**src/hw/gcf_pkg.sv**
```systemverilog
// Package of the gain-control flag logic: register map, field positions,
// reset values, select codes and widths.
// Assumes an 8-bit register port with a 9-bit word address.
package gcf_pkg;

  // ****************************************************************
  // Register offsets
  // ****************************************************************
  localparam int unsigned ADDR_W = 9;
  localparam logic [8:0] OFS_OVL_LIMIT   = 9'h188;
  localparam logic [8:0] OFS_OVL_LEN     = 9'h189;
  localparam logic [8:0] OFS_INSTAB_CTL  = 9'h18F;
  localparam logic [8:0] OFS_UP0_LOW     = 9'h193;
  localparam logic [8:0] OFS_UP0_HIGH    = 9'h194;
  localparam logic [8:0] OFS_UP1_LOW     = 9'h195;
  localparam logic [8:0] OFS_UP1_HIGH    = 9'h196;
  localparam logic [8:0] OFS_LOWER_LOW   = 9'h197;
  localparam logic [8:0] OFS_LOWER_HIGH  = 9'h198;
  localparam logic [8:0] OFS_HOLD_FRAC   = 9'h199;
  localparam logic [8:0] OFS_HOLD_SCALE  = 9'h19A;
  localparam logic [8:0] OFS_PIN_A_SEL   = 9'h19B;
  localparam logic [8:0] OFS_PIN_B_SEL   = 9'h19C;
  localparam logic [8:0] OFS_PIN_ENABLE  = 9'h19E;
  localparam logic [8:0] OFS_IRQ_STATUS  = 9'h1A0;
  localparam logic [8:0] OFS_IRQ_MASK    = 9'h1A1;

  // ****************************************************************
  // Field positions
  // ****************************************************************
  localparam int unsigned BIT_INSTAB     = 0;
  localparam int unsigned BIT_INSTAB_CLR = 1;
  localparam int unsigned BIT_EN_A       = 0;
  localparam int unsigned BIT_EN_B       = 1;
  localparam int unsigned BIT_EN_OR      = 4;
  localparam int unsigned EVT_OVERLOAD   = 0;
  localparam int unsigned EVT_ABOVE0     = 1;
  localparam int unsigned EVT_ABOVE1     = 2;
  localparam int unsigned EVT_DWELL      = 3;
  localparam int unsigned EVT_W          = 4;

  // ****************************************************************
  // Reset values and widths
  // ****************************************************************
  localparam logic [2:0] RST_OVL_LIMIT = 3'h5;
  localparam logic [4:0] RST_OVL_LEN   = 5'h01;
  localparam int unsigned PEAK_W       = 12;
  localparam int unsigned SAMPLE_W     = 5;
  localparam int unsigned WINDOW_N     = 8;
  localparam int unsigned PULSE_UNIT   = 8;
  localparam int unsigned DWELL_W      = 24;
  localparam logic signed [4:0] FULL_SCALE = 5'sh08;

  // ****************************************************************
  // Flag select codes
  // ****************************************************************
  localparam logic [2:0] SEL_OVL_PULSE = 3'h0;
  localparam logic [2:0] SEL_ABOVE0    = 3'h4;
  localparam logic [2:0] SEL_ABOVE1    = 3'h5;
  localparam logic [2:0] SEL_DWELL     = 3'h6;

endpackage

```
**src/hw/gcf_flag_logic.sv**
```systemverilog
// Gain-control flag logic top: registers, instability indicator, peak
// threshold compare, pin source select and interrupt.
// Assumes peak and sample strobes come from logic on clk.
//
// Operation
// [RULE1] Writing one to clear bit clears indicator
// [RULE2] Overload detection sets sticky indicator, bit zero
// [RULE3] Only clear bit or resets clear indicator
// [RULE4] First upper threshold: twelve bits, two registers
// [RULE5] Second upper threshold: twelve bits, two registers
// [RULE6] Lower threshold twelve bits, resets to zero
// [RULE7] Dwell mantissa eight bits, exponent four bits
// [RULE8] Pin A select; code zero gives pulse
// [RULE9] Pin B select, same encoding
// [RULE10] Code 100: peak above first threshold
// [RULE11] Code 101: peak above second threshold
// [RULE12] Code 110: below lower threshold for dwell
// [RULE13] Combine bit ORs reset pulse into pins
// [RULE14] Pin B low unless its enable set
// [RULE15] Pin A low unless its enable set
// [RULE16] Overload: full-scale count over limit in eight
// [RULE17] Reset pulse lasts length plus one, times eight
// [RULE18] Unused codes drive low; dwell is shifted mantissa
`timescale 1ns/1ps
module gcf_flag_logic (
  input  wire logic               clk,
  input  wire logic               rst,
  input  wire logic               soft_rst,
  input  wire logic [8:0]         reg_addr,
  input  wire logic [7:0]         reg_wdata,
  input  wire logic               reg_wr,
  input  wire logic               reg_rd,
  output logic [7:0]              reg_rdata,
  input  wire logic               sample_valid,
  input  wire logic signed [4:0]  sample,
  input  wire logic               peak_valid,
  input  wire logic [11:0]        decimated_output,
  output logic                    overload_reset,
  output logic                    indicator_pin_a,
  output logic                    indicator_pin_b,
  output logic                    irq
);

  typedef struct packed {
    logic       unstable;
    logic       clr_pend;
    logic [7:0] up0_low;
    logic [3:0] up0_high;
    logic [7:0] up1_low;
    logic [3:0] up1_high;
    logic [7:0] lower_low;
    logic [3:0] lower_high;
    logic [7:0] hold_frac;
    logic [3:0] hold_scale;
    logic [2:0] sel_a;
    logic [2:0] sel_b;
    logic       en_a;
    logic       en_b;
    logic       en_or;
    logic [2:0] ovl_limit;
    logic [4:0] ovl_len;
    logic       above0;
    logic       above1;
    logic [3:0] status;
    logic [3:0] mask;
    logic [7:0] rdata;
    logic       pin_a;
    logic       pin_b;
    logic       irq;
    logic       ovl_out;
  } gcf_main_t;

  gcf_main_t   st;
  gcf_main_t   next_st;
  logic        ovl_trig;
  logic        ovl_pulse;
  logic        dwell_flag;
  logic [11:0] thr0;
  logic [11:0] thr1;
  logic [11:0] thr_low;

  // ****************************************************************
  // Threshold assembly
  // ****************************************************************
  assign thr0 = {st.up0_high, st.up0_low}; // [RULE4]
  assign thr1 = {st.up1_high, st.up1_low}; // [RULE5]
  assign thr_low = {st.lower_high, st.lower_low}; // [RULE6]

  // ****************************************************************
  // Submodules
  // ****************************************************************
  gcf_overload_det u_det (
    .clk          (clk),
    .rst          (rst),
    .soft_rst     (soft_rst),
    .sample_valid (sample_valid),
    .sample       (sample),
    .count_limit  (st.ovl_limit),
    .pulse_length (st.ovl_len),
    .trigger      (ovl_trig),
    .pulse        (ovl_pulse)
  );

  gcf_dwell_timer u_dwell (
    .clk        (clk),
    .rst        (rst),
    .soft_rst   (soft_rst),
    .peak_valid (peak_valid),
    .peak       (decimated_output),
    .lower      (thr_low),
    .mantissa   (st.hold_frac), // [RULE7]
    .exponent   (st.hold_scale),
    .flag       (dwell_flag)
  );

  // ****************************************************************
  // Pin source select
  // ****************************************************************
  function automatic logic pick(input logic [2:0] sel, input logic orin,
                                input logic pulse, input logic a0,
                                input logic a1, input logic dw);
    logic f;
    unique case (sel)
      gcf_pkg::SEL_OVL_PULSE: f = pulse; // [RULE8]
      gcf_pkg::SEL_ABOVE0:    f = a0; // [RULE10]
      gcf_pkg::SEL_ABOVE1:    f = a1; // [RULE11]
      gcf_pkg::SEL_DWELL:     f = dw; // [RULE12]
      default:                f = 1'b0; // [RULE18]
    endcase
    return f | (orin & pulse); // [RULE13]
  endfunction

  // ****************************************************************
  // Next state
  // ****************************************************************
  always_comb begin
    logic [3:0] events;
    logic       wr_clr;
    next_st = st;
    events = '0;
    wr_clr = 1'b0;
    next_st.rdata = 8'h00;
    next_st.clr_pend = 1'b0; // [RULE1]
    if (peak_valid) begin
      next_st.above0 = decimated_output > thr0; // [RULE10]
      next_st.above1 = decimated_output > thr1; // [RULE11]
    end
    events[gcf_pkg::EVT_OVERLOAD] = ovl_trig;
    events[gcf_pkg::EVT_ABOVE0] = next_st.above0 & ~st.above0;
    events[gcf_pkg::EVT_ABOVE1] = next_st.above1 & ~st.above1;
    events[gcf_pkg::EVT_DWELL] = dwell_flag & ~st.pin_a & ~st.pin_b
                                 & (st.status[gcf_pkg::EVT_DWELL] == 1'b0);
    if (reg_wr) begin
      unique case (reg_addr)
        gcf_pkg::OFS_OVL_LIMIT:  next_st.ovl_limit = reg_wdata[2:0];
        gcf_pkg::OFS_OVL_LEN:    next_st.ovl_len = reg_wdata[4:0];
        gcf_pkg::OFS_INSTAB_CTL: begin
          next_st.clr_pend = reg_wdata[gcf_pkg::BIT_INSTAB_CLR]; // [RULE1]
        end
        gcf_pkg::OFS_UP0_LOW:    next_st.up0_low = reg_wdata; // [RULE4]
        gcf_pkg::OFS_UP0_HIGH:   next_st.up0_high = reg_wdata[3:0];
        gcf_pkg::OFS_UP1_LOW:    next_st.up1_low = reg_wdata; // [RULE5]
        gcf_pkg::OFS_UP1_HIGH:   next_st.up1_high = reg_wdata[3:0];
        gcf_pkg::OFS_LOWER_LOW:  next_st.lower_low = reg_wdata; // [RULE6]
        gcf_pkg::OFS_LOWER_HIGH: next_st.lower_high = reg_wdata[3:0];
        gcf_pkg::OFS_HOLD_FRAC:  next_st.hold_frac = reg_wdata; // [RULE7]
        gcf_pkg::OFS_HOLD_SCALE: next_st.hold_scale = reg_wdata[3:0];
        gcf_pkg::OFS_PIN_A_SEL:  next_st.sel_a = reg_wdata[2:0]; // [RULE8]
        gcf_pkg::OFS_PIN_B_SEL:  next_st.sel_b = reg_wdata[2:0]; // [RULE9]
        gcf_pkg::OFS_PIN_ENABLE: begin
          next_st.en_a = reg_wdata[gcf_pkg::BIT_EN_A];
          next_st.en_b = reg_wdata[gcf_pkg::BIT_EN_B];
          next_st.en_or = reg_wdata[gcf_pkg::BIT_EN_OR];
        end
        gcf_pkg::OFS_IRQ_STATUS: wr_clr = 1'b1;
        gcf_pkg::OFS_IRQ_MASK:   next_st.mask = reg_wdata[3:0];
        default: ;
      endcase
    end
    if (wr_clr) begin
      next_st.status = st.status & ~reg_wdata[3:0];
    end
    next_st.status = next_st.status | events;
    if (st.clr_pend) begin
      next_st.unstable = 1'b0; // [RULE3]
    end
    if (ovl_trig) begin
      next_st.unstable = 1'b1; // [RULE2]
    end
    if (reg_rd) begin
      unique case (reg_addr)
        gcf_pkg::OFS_OVL_LIMIT:  next_st.rdata = {5'h00, st.ovl_limit};
        gcf_pkg::OFS_OVL_LEN:    next_st.rdata = {3'h0, st.ovl_len};
        gcf_pkg::OFS_INSTAB_CTL: begin
          next_st.rdata = {6'h00, st.clr_pend, st.unstable}; // [RULE2]
        end
        gcf_pkg::OFS_UP0_LOW:    next_st.rdata = st.up0_low;
        gcf_pkg::OFS_UP0_HIGH:   next_st.rdata = {4'h0, st.up0_high};
        gcf_pkg::OFS_UP1_LOW:    next_st.rdata = st.up1_low;
        gcf_pkg::OFS_UP1_HIGH:   next_st.rdata = {4'h0, st.up1_high};
        gcf_pkg::OFS_LOWER_LOW:  next_st.rdata = st.lower_low;
        gcf_pkg::OFS_LOWER_HIGH: next_st.rdata = {4'h0, st.lower_high};
        gcf_pkg::OFS_HOLD_FRAC:  next_st.rdata = st.hold_frac;
        gcf_pkg::OFS_HOLD_SCALE: next_st.rdata = {4'h0, st.hold_scale};
        gcf_pkg::OFS_PIN_A_SEL:  next_st.rdata = {5'h00, st.sel_a};
        gcf_pkg::OFS_PIN_B_SEL:  next_st.rdata = {5'h00, st.sel_b};
        gcf_pkg::OFS_PIN_ENABLE: begin
          next_st.rdata = {3'h0, st.en_or, 2'h0, st.en_b, st.en_a};
        end
        gcf_pkg::OFS_IRQ_STATUS: next_st.rdata = {4'h0, st.status};
        gcf_pkg::OFS_IRQ_MASK:   next_st.rdata = {4'h0, st.mask};
        default:                 next_st.rdata = 8'h00;
      endcase
    end
    next_st.pin_a = st.en_a & pick(st.sel_a, st.en_or, ovl_pulse, // [RULE15]
                                   st.above0, st.above1, dwell_flag);
    next_st.pin_b = st.en_b & pick(st.sel_b, st.en_or, ovl_pulse, // [RULE14]
                                   st.above0, st.above1, dwell_flag);
    next_st.irq = |(next_st.status & next_st.mask);
    next_st.ovl_out = ovl_pulse;
  end

  // ****************************************************************
  // State register
  // ****************************************************************
  always_ff @(posedge clk) begin
    if (rst || soft_rst) begin
      st <= '0; // [RULE3]
      st.ovl_limit <= gcf_pkg::RST_OVL_LIMIT;
      st.ovl_len <= gcf_pkg::RST_OVL_LEN;
    end else begin
      st <= next_st;
    end
  end

  assign reg_rdata = st.rdata;
  assign indicator_pin_a = st.pin_a;
  assign indicator_pin_b = st.pin_b;
  assign irq = st.irq;
  assign overload_reset = st.ovl_out;
endmodule

```
**src/hw/gcf_overload_det.sv**
```systemverilog
// Converter overload detector: counts full-scale samples in a window of
// eight and issues the converter reset pulse.
// Assumes sample_valid marks one converter sample per strobe, same clock.
`timescale 1ns/1ps
module gcf_overload_det (
  input  wire logic                   clk,
  input  wire logic                   rst,
  input  wire logic                   soft_rst,
  input  wire logic                   sample_valid,
  input  wire logic signed [4:0]      sample,
  input  wire logic [2:0]             count_limit,
  input  wire logic [4:0]             pulse_length,
  output logic                        trigger,
  output logic                        pulse
);

  typedef struct packed {
    logic [7:0] hist;
    logic [8:0] remain;
    logic       trigger;
    logic       pulse;
  } gcf_det_t;

  gcf_det_t st;
  gcf_det_t next_st;

  // ****************************************************************
  // Window count and pulse timer
  // ****************************************************************
  always_comb begin
    logic [7:0] hist_n;
    logic [3:0] hits;
    logic       full;
    hist_n = st.hist;
    hits = 4'h0;
    next_st = st;
    next_st.trigger = 1'b0;
    full = (sample == gcf_pkg::FULL_SCALE) || (sample == -gcf_pkg::FULL_SCALE);
    if (sample_valid) begin
      hist_n = {st.hist[6:0], full};
    end
    for (int i = 0; i < gcf_pkg::WINDOW_N; i++) begin
      hits = hits + {3'h0, hist_n[i]};
    end
    next_st.hist = hist_n;
    if (sample_valid && (hits > {1'b0, count_limit})) begin // [RULE16]
      next_st.trigger = 1'b1;
      next_st.pulse = 1'b1;
      next_st.remain = 9'({4'h0, pulse_length} + 9'h001) << 3; // [RULE17]
    end else if (st.pulse && sample_valid) begin
      next_st.remain = st.remain - 9'h001;
      if (st.remain == 9'h001) begin
        next_st.pulse = 1'b0;
      end
    end
  end

  always_ff @(posedge clk) begin
    if (rst || soft_rst) begin
      st <= '0;
    end else begin
      st <= next_st;
    end
  end

  assign trigger = st.trigger;
  assign pulse = st.pulse;
endmodule

```
**src/hw/gcf_dwell_timer.sv**
```systemverilog
// Dwell timer: raises its flag once the decimated peak has stayed below
// the lower threshold for mantissa shifted left by exponent samples.
// Assumes peak_valid marks one decimated sample per strobe, same clock.
`timescale 1ns/1ps
module gcf_dwell_timer (
  input  wire logic        clk,
  input  wire logic        rst,
  input  wire logic        soft_rst,
  input  wire logic        peak_valid,
  input  wire logic [11:0] peak,
  input  wire logic [11:0] lower,
  input  wire logic [7:0]  mantissa,
  input  wire logic [3:0]  exponent,
  output logic             flag
);

  typedef struct packed {
    logic [23:0] count;
    logic        flag;
  } gcf_dwell_t;

  gcf_dwell_t st;
  gcf_dwell_t next_st;

  // ****************************************************************
  // Below-threshold run counter
  // ****************************************************************
  always_comb begin
    logic [23:0] limit;
    logic [23:0] count_n;
    limit = {16'h0000, mantissa} << exponent; // [RULE18]
    count_n = st.count;
    next_st = st;
    if (peak_valid) begin
      if (peak < lower) begin
        if (st.count != 24'hFFFFFF) begin
          count_n = st.count + 24'h000001;
        end
        next_st.flag = (count_n >= limit); // [RULE12]
      end else begin
        count_n = 24'h000000;
        next_st.flag = 1'b0;
      end
    end
    next_st.count = count_n;
  end

  always_ff @(posedge clk) begin
    if (rst || soft_rst) begin
      st <= '0;
    end else begin
      st <= next_st;
    end
  end

  assign flag = st.flag;
endmodule

```
**config.mk**
```make
export PLATFORM = sky130hd
export DESIGN_NAME = gcf_flag_logic
export DESIGN_NICKNAME = d
export VERILOG_FILES = /design/src/hw/gcf_pkg.sv /design/src/hw/gcf_flag_logic.sv /design/src/hw/gcf_overload_det.sv /design/src/hw/gcf_dwell_timer.sv
export SDC_FILE = /design/constraint.sdc
export NUM_CORES = 1
export LEC_CHECK = 0
export BUFFER_PORTS_ARGS = -buffer_cell sky130_fd_sc_hd__buf_4
export CORE_ASPECT_RATIO = 0.8
export CORE_MARGIN = 3
export CORE_UTILIZATION = 50
export CTS_BUF_LIST = sky130_fd_sc_hd__clkbuf_4
export CTS_CLUSTER_SIZE = 10
export DETAILED_ROUTE_END_ITERATION = 10
export HOLD_SLACK_MARGIN = 0.15
export PLACE_DENSITY = 0.67
export SYNTH_ARGS = -nofsm -noshare
export SYNTH_HDL_FRONTEND = slang
export SYNTH_SLANG_ARGS = --single-unit
export TNS_END_PERCENT = 10
```
**constraint.sdc**
```tcl
create_clock -name clk -period 13.05 [get_ports clk]
set_clock_uncertainty 0.15 [all_clocks]
set_input_delay 2.61 -clock clk [delete_from_list [all_inputs] [get_ports clk]]
set_output_delay 2.61 -clock clk [all_outputs]
set_load 0.02 [all_outputs]
```
## Word-level counts from Yosys, hierarchy flattened

Cells that the tools add are included.

| cells by class | value |
|---|---|
| $add $sub $neg | 10 |
| magnitude comparators | 5 |
| equality and inequality tests | 26 |
| shift-type cells | 1 |
| multiplexer cells | 23 |
| bitwise gates (word level) | 22 |
| reductions and logical operators | 27 |

Operator list:

| operator | count |
|---|---|
| $eq 9x9->1 const B | 16 |
| $pmux 8 s16 | 1 |
| $mux 24 | 4 |
| $reduce_and 2->1 | 14 |
| $add 24x1->24 const B | 1 |
| $add 4x1->4 | 6 |
| $ge 24x24->1 | 1 |
| $gt 12x12->1 | 2 |
| $ne 24x24->1 const B | 1 |
| $shl 8x4->24 | 1 |
| $eq 3x3->1 const B | 6 |
| $mux 9 | 2 |
| $lt 12x12->1 | 1 |
| $mux 4 | 3 |
| $eq 9x1->1 const B | 1 |
| $mux 1 | 9 |
| $sub 9x1->9 const B | 1 |
| $and 1x1->1 | 8 |
| $and 4x4->4 | 2 |
| $mux 8 | 1 |
| $not 1->1 | 8 |
| $pmux 1 s4 | 2 |
| $add 5x1->6 const B | 1 |
| $logic_not 3->1 | 2 |
| 14 further kinds | 20 |

| storage, ports and cells | value |
|---|---|
| register bits after elaboration | 133 |
| input port bits | 41 |

## Logic depth before layout (Yosys ltp)

| logic depth | value |
|---|---|
| word-level depth | 14 |
| gate-level depth with buffers | 19 |
| gate-level depth less buffers | 18 |

## Modules after synthesis

A second synthesis with hierarchy kept.

| unflattened totals | value |
|---|---|
| cells, all modules | 1,070 |
| area total of the unflattened synthesis | 8,750.9 µm² |

By module, submodules not included:

| module | times used | cells each | area each (µm²) | sequential area each (µm²) |
|---|---|---|---|---|
| gcf_flag_logic | 1 | 582 | 4,787.1 | 1,781.7 |
| gcf_dwell_timer | 1 | 364 | 2,771.4 | 500.5 |
| gcf_overload_det | 1 | 124 | 1,192.4 | 380.4 |

## Worst setup path after synthesis

OpenSTA, ideal clock, no wires.

| timing | value |
|---|---|
| kind | input port to flip-flop |
| from | in sample_valid |
| to | reg u_det.st[7] (netlist name) |
| setup time | 0.086 ns |
| arrival time | 6.946 ns |
| data required time | 12.814 ns |
| path slack | 5.869 ns |
| stages | 19 |
| path buffers | 2 |
| cell sequence | buf_1 > mux2_2 > ha_1 > inv_1 > fa_1 > fa_1 > inv_1 > fa_1 > inv_1 > fa_1 > inv_1 > ha_1 > nor2b_1 > o21ai_0 > a32oi_1 > o21ai_0 > clkbuf_1 > nor2_1 > a211oi_1 |

RTL lines:

| what | RTL line | RTL |
|---|---|---|
| start: declaration | gcf_flag_logic.sv:34 | `input wire logic sample_valid,` |
| end signal: assignment | gcf_overload_det.sv:62 | `st <= next_st;` |
| end: declaration | gcf_overload_det.sv:24 | `gcf_det_t st;` |

==> flow_summary.toml <==
[timing]
relSlewSlack_pct = 51.0
finalCriticalPeriod_ps = 6430
max_slew.worst_pin.slew_ps = 734
drv_slew = 0
finalSetupViolCount = 0
hold_viol = 0
max_freq_mhz = 155
finalSetupTns_ps = 0
rsz0062_at_grt = "no"
hold_slack_ps = 319
fin_crit_sh_pct = 49.3

[placed_design]
dpl.cell_count = 1248
place_hpwl_mm = 16.9
gp_congestion = 0.932
portBuffers = 51
place_area_sq_um = 8890

[finish]
layout-drive-gt1-share_pct = 12.0
layout-area-overhead-vs-synth_pct = 9.01
finish.utilization_pct = 56.9
fill_cells = 1525
fin_nets = 1165
stdcell_count = 1281
fin_area_sq_um = 9190

[yosys]
synth.cell_area_sq_um = 8430
synth_top_area_share_pct = 31.6
ys_ff_latch = 133
synth_fp_nets = 1148
yosys_warnings = 0
synthTopCellsByArea = "dfxtp_1, ha_1, a21oi_1"
async_reset_ff_share_pct = 0
syn_avg_cell_area_sq_um = 8.14
synth_ff_type = "dfxtp_1"
yosysTopAreaCell = "dfxtp_1"
synth_commonest_cells = "dfxtp_1, a21oi_1, nand2_1, nor2_1, nand3_1"
netlist_instances = 1035
synth.most_common_cell = "dfxtp_1"
yosysUniqueCellTypes = 72
yosysSeqAreaShare_pct = 31.6
synth_edf_count = 0

[routing]
dr.pass1.iters = 6
wl_per_cell_um = 18.3
drt_iter0_drc = 700
wl_mm = 23.4
drt.antenna.violating_nets = 0
via_per_inst = 5.99
route.detailed.drc = 0
dr_total_vias = 7672

[floorplanning]
die_w_um = 151
die_h_um = 122
core.rowCount = 41
dieArea_sq_um = 18500
start_util_pct = 52.2
core_sq_um = 16200
pin_count = 53

[global_route]
grt_pass1_wl_mm = 37.1
antenna_found_initial = 1
gr-total-overflow = 0
grt_max_degree = 64
grt_pass1_vias = 6898
track_usage_pct = 25.7

[cts]
clockBufferDepth = 2
numCtsBuffers = 17
ctsHtreeMaxLevel = 4
worst_skew_pair.late_latency_ps = 570
cts_tree = "done"
clockRootBuffer = "clkbuf_4"
cts_resized = 0
clock-sinks = 133
cts_hold_buf = 0
cts_setup_buffers = 0
clk_pin_slew_ps = 130

[worst_setup_path]
critical_path_required_ps = 13380
crit_fanout = 14
critPathKind = "input pin to flop"
startpoint_type = "input pin"
cp.arrival_ps = 6760
end_kind = "flop"

[pwr]
pwr_density_cell_nw_per_um2 = 83.4
leakagePower_nw = 3.34
ir_drop_mv = 0.0803

[run_status]
status = "finished, final reports clean"

[hold_path]
hold_class = "flop to flop"

[run]
drv_cap = 0
## stage by stage
stage,total power [W],setup WS (ps)
4_1_cts,0.000772,6650
2_1_floorplan,0.000450,5870
3_3_place_gp,0.000476,6100
3_5_place_dp,0.000476,6050
6_report,0.000766,6620
5_1_grt,0.000796,6330
## cells in the final DEF (no fill, tap or decap), types with 15 or more instances in the layout
cell / instances
ha_1: 68
nand3_1: 75
nor2_1: 77
a31oi_1: 26
xnor2_1: 16
a21oi_1: 100
nand2_1: 99
dfxtp_1: 133
clkbuf_4: 17
buf_4: 61
inv_1: 59
mux2i_1: 50
nor2b_1: 16
o21ai_0: 27
nand4_1: 15
## final timing paths
path	from	endpoint	slack, ps	cells past startpoint
worst max register to register	u_det.st[11]$_SDFF_PP0_	u_det.st[3]$_SDFFE_PP0P_	8630	18
worst max-delay path	sample_valid	u_det.st[3]$_SDFFE_PP0P_	6620	19
worst min register to register	st[76]$_SDFFE_PP0P_	st[76]$_SDFFE_PP0P_	320	2
worst min-delay path	st[76]$_SDFFE_PP0P_	st[76]$_SDFFE_PP0P_	320	2
## cells by family (layout without fill, tap and decap cells)
group / Yosys count / after routing / share of synthesized area (%)
buffers and inverters: 122 / 152 / 5.95
flip-flops: 133 / 133 / 31.6
XOR/XNOR: 27 / 27 / 2.81
adder cells (fa/ha/maj): 72 / 72 / 11.0
multiplexers: 64 / 64 / 8.12
AND/OR/NAND/NOR: 374 / 374 / 22.3
AO/OA/AOI/OAI: 243 / 243 / 18.2
other: 0 / 1 / 0
## flip-flops by register name, summed over array words and instances (netlist names)
register and count:
u_det.st 17, indicator_pin_b 1, u_dwell.st 24, irq 1
u_dwell.flag 1, u_det.pulse 1, u_det.trigger 1, reg_rdata 8
indicator_pin_a 1, overload_reset 1, st 77
## power by group
part           switching (W)   total, W  internal (W)
Sequential       0.000000868   0.000408      0.000407
Combinational      0.0000399  0.0000612     0.0000213
Clock               0.000179   0.000298      0.000118
Total               0.000220   0.000766      0.000546
## worst max-delay path: stages
cell and delay [ps]:
buf_4 200, mux2_2 370, ha_1 300, inv_1 70, fa_1 420, fa_1 490, inv_1 50, fa_1 370
inv_1 80, fa_1 400, inv_1 70, ha_1 230, nor2b_1 140, o21ai_0 150, a32oi_1 90, o21ai_0 160
buf_4 220, nand2_1 110, a311oi_1 260
## routing by layer
layer  GRT usage, %  vias to the layer above  routed length [um]
met5              0                        -                   0
met4           7.36                        0                 367
met3           5.09                       33                1780
met2           35.8                      281                9560
met1           39.9                     3593               11700
li1               -                     3765                   -
## layout make-up
cell class	instances	area [sq um]	share of cell area, %
antenna	1	2.50	0.0272
multi-input combinational	780	5280	57.5
clock inverter	15	166	1.81
tap	215	269	2.93
sequential	133	2660	29.0
timing repair buffer	61	458	4.98
inverter	59	221	2.41
clock buffer	17	128	1.39
Power figures use the tool's default switching activity.
